File: src/design/sbap_defines.svh
// Purpose: Constants of the system bus address phase unit
// Assumes: Address lines 35:3, bus pins at electrical (active-low) level
// Notes: Config bit positions and error window are local choices
`ifndef SBAP_DEFINES_SVH
`define SBAP_DEFINES_SVH

`define SBAP_ADDR_MSB 35
`define SBAP_ADDR_LSB 3
`define SBAP_HI_LSB 24
`define SBAP_LO_MSB 23
`define SBAP_A20_BIT 20
`define SBAP_REQ_W 5
`define SBAP_CFG_ADDR_PARITY_ERR_N_OBS 5
`define SBAP_CFG_ADDR_PARITY_ERR_N_DRV 4
`define SBAP_CFG_RST 33'h0
`define SBAP_ADDR_PARITY_ERR_N_DLY 3

`endif

File: src/design/sbap_pkg.sv
// Purpose: Types and parity helper of the address phase unit
// Assumes: sbap_defines.svh holds every number
// Notes: Parity works on pin levels, not on logical values
`include "sbap_defines.svh"

package sbap_pkg;

   typedef logic [`SBAP_ADDR_MSB:`SBAP_ADDR_LSB] sbap_addr_t;
   typedef logic [`SBAP_REQ_W-1:0] sbap_type_t;

   typedef enum logic [3:0] {
      SBAP_IDLE = 4'b0001,
      SBAP_ADDR = 4'b0010,
      SBAP_TYPE = 4'b0100,
      SBAP_WAIT = 4'b1000
   } sbap_state_t;

   typedef struct packed {
      sbap_state_t st;
      logic rst_n_q;
      sbap_addr_t cfg;
      logic cfg_valid;
      sbap_addr_t addr_out;
      logic addr_oe;
      logic strobe_oe;
      sbap_type_t type_out;
      logic type_oe;
      logic [1:0] par_out;
      logic par_oe;
      logic rp_out;
      sbap_addr_t ext_hold;
      sbap_addr_t lookup;
      logic done;
      logic abort;
      logic snoop_valid;
      sbap_addr_t snoop_addr;
   } sbap_core_t;

   typedef struct packed {
      logic [`SBAP_ADDR_PARITY_ERR_N_DLY-1:0] pipe_v;
      logic [`SBAP_ADDR_PARITY_ERR_N_DLY-1:0] pipe_e;
   } sbap_chk_st_t;

   // Level high when an even number of covered pins are low
   function automatic logic [1:0] sbap_addr_par(input sbap_addr_t lvl);
      logic [1:0] p;
      p[1] = ~(^(~lvl[`SBAP_ADDR_MSB:`SBAP_HI_LSB]));
      p[0] = ~(^(~lvl[`SBAP_LO_MSB:`SBAP_ADDR_LSB]));
      return p;
   endfunction

endpackage

File: src/design/sbap_chk_if.sv
// Purpose: Carrier between the request engine and the parity checker
// Assumes: One clock domain
// Notes: Levels are pin levels of the shared bus
interface sbap_chk_if;
   import sbap_pkg::*;
   logic strobe_n;
   sbap_addr_t addr_n;
   logic [1:0] par_n;
   logic addr_parity_err_n_n;
   logic obs_en;
   logic drv_en;
   logic window;
   logic addr_parity_err_n_drive;
   logic abort;

   modport core (
      output strobe_n, addr_n, par_n, addr_parity_err_n_n, obs_en, drv_en,
      input window, addr_parity_err_n_drive, abort
   );
   modport chk (
      input strobe_n, addr_n, par_n, addr_parity_err_n_n, obs_en, drv_en,
      output window, addr_parity_err_n_drive, abort
   );
endinterface

File: src/design/sbap_chk.sv
// Purpose: Address parity check and error window of every strobe
// Assumes: Bus pins sampled on the rising clock edge
// Notes: Window falls a fixed number of cycles after the strobe
module sbap_chk
   import sbap_pkg::*;
(
   input wire logic ref_clk_i,
   input wire logic sys_rst_i,
   sbap_chk_if.chk bus
);

   sbap_chk_st_t r;
   sbap_chk_st_t next_r;
   logic mismatch;

   always_comb begin
      next_r = r;
      mismatch = (sbap_addr_par(bus.addr_n) != bus.par_n);
      next_r.pipe_v = {r.pipe_v[`SBAP_ADDR_PARITY_ERR_N_DLY-2:0], ~bus.strobe_n};
      next_r.pipe_e = {r.pipe_e[`SBAP_ADDR_PARITY_ERR_N_DLY-2:0],
                       ~bus.strobe_n & mismatch};
   end

   always_ff @(posedge ref_clk_i) begin
      if (sys_rst_i) begin
         r <= '0;
      end else begin
         r <= next_r;
      end
   end

   assign bus.window = r.pipe_v[`SBAP_ADDR_PARITY_ERR_N_DLY-1];
   assign bus.addr_parity_err_n_drive = r.pipe_e[`SBAP_ADDR_PARITY_ERR_N_DLY-1] & bus.drv_en;
   assign bus.abort = bus.window & ~bus.addr_parity_err_n_n & bus.obs_en;

endmodule

File: src/design/sbap_top.sv
// Purpose: Request and address phase of the shared system bus
// Assumes: Bus inputs synchronous to ref_clk_i; bus arbitration is done
// Notes: Pins are carried as in, out and output enable at pin level
//        A later bus reset release reloads the configuration
//
// Function
// - While the mask input is high, address bit 20 is cleared for lookup and bus.
// - Lines 35:3 carry the address with the strobe and type info after it.
// - The high parity line covers bits 35:24 and the low one bits 23:3.
// - A parity line is high when an even number of its pins are low.
// - The initiator drives parity with strobe, address, type and its parity.
// - Every strobe starts parity checking, decode and snoop of the request; snoop here needs bus reset released.
// - With observation enabled, a valid error assertion aborts the request.
// - Each agent can both drive and observe the shared parity error pin.
// - On release of the bus reset the address lines give the configuration.
// - Single-ended clocking drives and samples on the rising clock edge.
// - Differential clocking drives and samples at the clock crossing; this unit has single-ended rising-edge clocking only.
module sbap_top
   import sbap_pkg::*;
(
   input wire logic ref_clk_i,
   input wire logic sys_rst_i,
   input wire logic bus_reset_n_i,
   input wire logic addr20_mask_in_i,
   input wire logic req_valid_i,
   input wire sbap_addr_t req_addr_i,
   input wire sbap_addr_t req_ext_i,
   input wire sbap_type_t req_type_i,
   output logic req_ready_o,
   output sbap_addr_t lookup_addr_o,
   output logic txn_done_o,
   output logic txn_abort_o,
   output logic snoop_valid_o,
   output sbap_addr_t snoop_addr_o,
   output sbap_addr_t cfg_o,
   output logic cfg_valid_o,
   input wire sbap_addr_t addr_n_i,
   output sbap_addr_t addr_n_o,
   output logic addr_n_oe_o,
   input wire logic addr_strobe_n_i,
   output logic addr_strobe_n_o,
   output logic addr_strobe_n_oe_o,
   input wire logic [1:0] addr_parity_n_i,
   output logic [1:0] addr_parity_n_o,
   output logic addr_parity_n_oe_o,
   input wire sbap_type_t req_type_n_i,
   output sbap_type_t req_type_n_o,
   output logic req_type_n_oe_o,
   input wire logic request_parity_n_i,
   output logic request_parity_n_o,
   output logic request_parity_n_oe_o,
   input wire logic addr_parity_err_n_i,
   output logic addr_parity_err_n_o,
   output logic addr_parity_err_n_oe_o
);

   sbap_core_t r;
   sbap_core_t next_r;
   sbap_chk_if chk_bus ();
   sbap_addr_t masked;
   sbap_addr_t lvl;
   logic rst_rise;
   logic start;

   // Check runs on every strobe, own or foreign
   sbap_chk u_chk (
      .ref_clk_i(ref_clk_i),
      .sys_rst_i(sys_rst_i),
      .bus(chk_bus.chk)
   );

   assign chk_bus.strobe_n = addr_strobe_n_i;
   assign chk_bus.addr_n = addr_n_i;
   assign chk_bus.par_n = addr_parity_n_i;
   assign chk_bus.addr_parity_err_n_n = addr_parity_err_n_i;
   // Disabled observation leaves it to others
   assign chk_bus.obs_en = r.cfg_valid & r.cfg[`SBAP_CFG_ADDR_PARITY_ERR_N_OBS];
   assign chk_bus.drv_en = r.cfg_valid & r.cfg[`SBAP_CFG_ADDR_PARITY_ERR_N_DRV];

   assign rst_rise = bus_reset_n_i & ~r.rst_n_q;

   assign start = req_valid_i & req_ready_o;

   always_comb begin
      // Pulses clear each cycle, other fields hold
      next_r = r;
      next_r.rst_n_q = bus_reset_n_i;
      next_r.done = 1'b0;
      next_r.abort = 1'b0;
      masked = req_addr_i;
      if (addr20_mask_in_i) begin
         masked[`SBAP_A20_BIT] = 1'b0;
      end
      lvl = ~masked;
      next_r.lookup = masked;
      if (rst_rise) begin
         next_r.cfg = ~addr_n_i;
         next_r.cfg_valid = 1'b1;
      end
      next_r.snoop_valid = ~addr_strobe_n_i & bus_reset_n_i;
      if (~addr_strobe_n_i) begin
         next_r.snoop_addr = ~addr_n_i;
      end
      case (r.st)
         SBAP_IDLE: begin
            next_r.addr_oe = 1'b0;
            next_r.strobe_oe = 1'b0;
            next_r.type_oe = 1'b0;
            next_r.par_oe = 1'b0;
            if (start) begin
               next_r.st = SBAP_ADDR;
               next_r.addr_out = lvl;
               next_r.addr_oe = 1'b1;
               next_r.strobe_oe = 1'b1;
               next_r.type_out = ~req_type_i;
               next_r.type_oe = 1'b1;
               next_r.par_out = sbap_addr_par(lvl);
               next_r.par_oe = 1'b1;
               next_r.rp_out = ~(^{1'b1, req_type_i});
               next_r.ext_hold = req_ext_i;
            end
         end
         SBAP_ADDR: begin
            next_r.st = SBAP_TYPE;
            next_r.strobe_oe = 1'b0;
            next_r.addr_out = ~r.ext_hold;
            // Type cycle carries no parity
            next_r.par_oe = 1'b0;
         end
         SBAP_TYPE: begin
            next_r.st = SBAP_WAIT;
            next_r.addr_oe = 1'b0;
            next_r.type_oe = 1'b0;
         end
         SBAP_WAIT: begin
            if (chk_bus.window) begin
               next_r.st = SBAP_IDLE;
               next_r.done = ~chk_bus.abort;
            end
         end
         default: begin
            next_r.st = SBAP_IDLE;
         end
      endcase
      // Limitation: an error for a foreign strobe aborts as well
      // Abort on observed error
      if (chk_bus.abort && r.st != SBAP_IDLE) begin
         next_r.st = SBAP_IDLE;
         next_r.abort = 1'b1;
         next_r.done = 1'b0;
         next_r.addr_oe = 1'b0;
         next_r.strobe_oe = 1'b0;
         next_r.type_oe = 1'b0;
         next_r.par_oe = 1'b0;
      end
      // Bus reset drops every drive except the parity error pin on the next clock edge
      if (!bus_reset_n_i) begin
         next_r.st = SBAP_IDLE;
         next_r.addr_oe = 1'b0;
         next_r.strobe_oe = 1'b0;
         next_r.type_oe = 1'b0;
         next_r.par_oe = 1'b0;
      end
   end

   always_ff @(posedge ref_clk_i) begin
      if (sys_rst_i) begin
         r <= '0;
         r.st <= SBAP_IDLE;
         // High, so no false release edge follows reset
         r.rst_n_q <= 1'b1;
         r.cfg <= `SBAP_CFG_RST;
      end else begin
         r <= next_r;
      end
   end

   // Waiting for an idle strobe avoids colliding with another initiator
   assign req_ready_o = (r.st == SBAP_IDLE) & r.cfg_valid &
                        bus_reset_n_i & addr_strobe_n_i;
   assign lookup_addr_o = r.lookup;
   assign txn_done_o = r.done;
   assign txn_abort_o = r.abort;
   assign snoop_valid_o = r.snoop_valid;
   assign snoop_addr_o = r.snoop_addr;
   assign cfg_o = r.cfg;
   assign cfg_valid_o = r.cfg_valid;
   assign addr_n_o = r.addr_out;
   assign addr_n_oe_o = r.addr_oe;
   // Strobe and error pins only pull low; the enable carries the level
   assign addr_strobe_n_o = 1'b0;
   assign addr_strobe_n_oe_o = r.strobe_oe;
   assign addr_parity_n_o = r.par_out;
   assign addr_parity_n_oe_o = r.par_oe;
   assign req_type_n_o = r.type_out;
   assign req_type_n_oe_o = r.type_oe;
   assign request_parity_n_o = r.rp_out;
   assign request_parity_n_oe_o = r.strobe_oe;
   assign addr_parity_err_n_o = 1'b0;
   assign addr_parity_err_n_oe_o = chk_bus.addr_parity_err_n_drive;

endmodule

File: config.mk
export PLATFORM = sky130hd
export DESIGN_NAME = sbap_top
export DESIGN_NICKNAME = d
export VERILOG_FILES = /design/src/design/sbap_pkg.sv /design/src/design/sbap_chk_if.sv /design/src/design/sbap_chk.sv /design/src/design/sbap_top.sv
export VERILOG_INCLUDE_DIRS = /design/src /design/src/design
export SDC_FILE = /design/constraint.sdc
export NUM_CORES = 1
export LEC_CHECK = 0
export BUFFER_PORTS_ARGS = -buffer_cell sky130_fd_sc_hd__buf_2
export CAP_MARGIN = 0
export CORE_AREA = 2 2 129 131
export DETAILED_ROUTE_END_ITERATION = 16
export DIE_AREA = 0 0 131 133
export PLACE_DENSITY_LB_ADDON = 0.3
export SYNTH_ARGS = -nofsm -noshare
export SYNTH_HDL_FRONTEND = slang
export SYNTH_SLANG_ARGS = --single-unit
File: constraint.sdc
create_clock -name ref_clk_i -period 2.6 [get_ports ref_clk_i]
set_input_delay 0.13 -clock ref_clk_i [delete_from_list [all_inputs] [get_ports ref_clk_i]]
set_output_delay 0.13 -clock ref_clk_i [all_outputs]
set_load 0.005 [all_outputs]
==> out/metrics.cfg <==
[status]
status=finished, final reports clean

[clock_network]
insertion_delay_ns=0.42
cts_tree=yes
h-tree-depth=4
clk_path_buf_depth=2
clkTransAtPathRegs_ns=0.07
cts_resized=0
clock_sinks=190
numCtsBuffers=17
cts_setup_buffers=0
cts-root-buf=clkbuf_16

[sta]
fin_setup_tns_ns=0
hold_slack_ns=0.02141
slew_violations=0
rsz0062_at_grt=false
skew_ns=0.007922
maxSlewHeadroom_pct=37.29
worstMarginPinSlew_ns=0.9406
min_period_over_period_pct=80.22
timing.fmax_ghz=0.4794
timing.final.ws_setup_ns=0.5143
finalHoldViolCount=0
final-setup-viol-count=0
period_minus_slack_ns=2.086

[detailed_routing]
wire_per_inst_um=14.27
drtAntennaViolNets=0
drc_errors=0
drt_iter0_markers=282
dr.pass1.iters=4
wl_met1_um=8155
wl_um=19180
dr_wl_met2_um=9711
highest_layer=met4
vias=6424
viasPerCell=4.780
met3WireLength_um=916

[power]
ir_worst_vdd_v=0.0004140
p_leak_nw=4.359
power.density_nw_per_um2=637.8

[yosys]
yosys.area_share.simple_pct=15.28
ys_seq_elements=190
synth_top_family_by_area=buffers and inverters
synth_enable_flop_cells=0
synth-adder-area-share_pct=0
syn_avg_cell_area_um2=8.832
synthMuxAreaShare_pct=0.1239
synth_top_area_cell=dfxtp_1
synth_cells=915
ys_seq_area_share_pct=47.07
async_flop_share_pct=0
synth_compound_area_share_pct=13.42
yosysTopAreaCellShare_pct=47.07
synth-xor-area-share_pct=7.370
yosysWarnings=0
netlist_area_um2=8082
ys_types=39
synth_area_leaders=dfxtp_1, buf_4, nor2_1
synthFlopType=dfxtp_1

[floorplanning]
die_y_um=133
rows=47
die_area_um2=17420
core_area_um2=16170
io_pins=272
fp.dieW_um=131
initial_core_util_pct=49.97

[global_route]
antenna_found_initial=1
grt_max_degree=74
overflow=0
grt_pass1_vias=5963
grt_pass1_wl_um=29810
grt.total_usage_pct=21.73

[placed_design]
routabilityCongestion=0.7644
place_worst_setup_slack_ns=0.5355
io_buffer_count=263
dp_hpwl_um=12060

[worst_setup_path]
r2r_slack_ns=0.51
worst_ep_arrival_time_ns=2.44
critPathBufInv=0
crit_fanout=35
critPathMaxStageDelay_ns=1.12
critPathSlowestCell=or4b_2
crit_chain=or4b_2 -> o22ai_1 -> a21oi_1 -> nor2_1
path_class=reg2reg
cp-end-kind=flop
crit_family=simple AND/OR/NAND/NOR gates
cp-start-kind=flop
required_ns=2.96

[layout]
seqCellArea_um2=3804
area_growth_pct=24.23
multi_input_area_um2=2949
drive_gt1_share_pct=29.47
n_fill_cell=1359
nets=1229
post-route-util_pct=62.08

[flow_run]
drv_cap=0

[worst_hold_path]
min_path_type=in2reg

## through the flow
step	cells	instance area (um2)	power (mW)
6_report	1344	10040	6.403
5_1_grt	1344	10040	6.681
4_1_cts	1343	10040	6.461
3_5_place_dp	1208	8439	3.838
3_3_place_gp	1208	8439	3.825
2_1_floorplan	916	8085	3.658
## routing by layer
layer | up-vias | GRT usage [%]
met5 | - | 0
met1 | 2947 | 26.90
met4 | 0 | 8.038
li1 | 3254 | -
met3 | 33 | 4.327
met2 | 190 | 37.08
## synth_stat cells (2+ instances only)
cell type	number
and2_1	2
nor3b_1	2
buf_2	6
nor3_1	2
nand3_1	2
o22ai_1	32
dfxtp_1	190
a21oi_2	10
xnor2_1	61
a21oi_1	93
nand2_1	62
xor2_1	7
buf_4	145
nand2_2	10
a211oi_1	39
clkbuf_1	35
buf_1	8
nor2b_1	37
nor2_1	147
nor4b_1	2
nand2b_1	2
buf_6	4
## cells in the final DEF, fill, tap and decap left out, types with 2 or more instances in the layout
cell type,count
clkbuf_8,2
nor4b_1,2
a21oi_2,10
clkinv_4,3
dlygate4sd3_1,103
a21oi_1,93
nor3_1,2
nand2_2,11
xnor2_1,61
buf_2,262
nor3b_1,2
buf_4,6
a211oi_1,39
inv_6,3
nor2b_1,36
buf_12,2
nand2_1,61
clkbuf_16,17
nand3_1,2
o22ai_1,32
nand2b_1,2
conb_1,2
nor2_4,2
dfxtp_1,190
nor2_1,147
clkinv_2,4
xor2_1,7
## final timing paths
path | startpoint | to | depth (start not counted)
worst max-delay path | r[185] | addr_n_o[13] | 4
worst min-delay path | req_addr_i[20] | lookup_addr_o[20] | 2
worst max register to register | r[185] | addr_n_o[13] | 4
worst min register to register | u_chk.next_r[5] | u_chk.bus.window | 1
## what timing repair did
item,4_1_cts,5_1_grt
hold buffers,103,0
hold endpoints to repair,104,0
endpoints found under the setup margin,0,0
## layout make-up
type                            instances  share of cell area, %
Tap cell                              220                  2.742
Timing Repair Buffer                  374                  24.29
Clock buffer                           20                  4.549
Antenna cell                            1                0.02493
Sequential cell                       190                  37.89
Clock inverter                         12                  1.097
Inverter                                1                0.03739
Multi-Input combinational cell        526                  29.37
## flip-flops by register name, indices dropped and copies added, names as in the netlist
signal	cells
u_chk.r	1
txn_done_o	1
addr_strobe_n_oe_o	1
request_parity_n_o	1
r	38
u_chk.bus.window	1
cfg_o	33
addr_parity_n_o	2
snoop_valid_o	1
addr_n_oe_o	1
u_chk.next_r	4
cfg_valid_o	1
txn_abort_o	1
lookup_addr_o	33
snoop_addr_o	33
req_type_n_o	5
addr_n_o	33
## kinds of logic (layout without fill, tap and decap cells)
kind of cell	after synthesis	count (layout)
muxes	1	1
buffers and inverters	200	407
AOI/OAI and AO/OA	178	178
DFF	190	190
xor gates and xnor gates	68	68
and+or+nand+nor	277	277
other	1	3
## power by group
part	leakage (nW)	switching (mW)	total (mW)	internal, mW
Clock	0.281	1.13	2.51	1.38
Combinational	2.53	0.394	0.841	0.447
Sequential	1.55	0.0401	3.05	3.01
(Power assumes the default switching activity.)
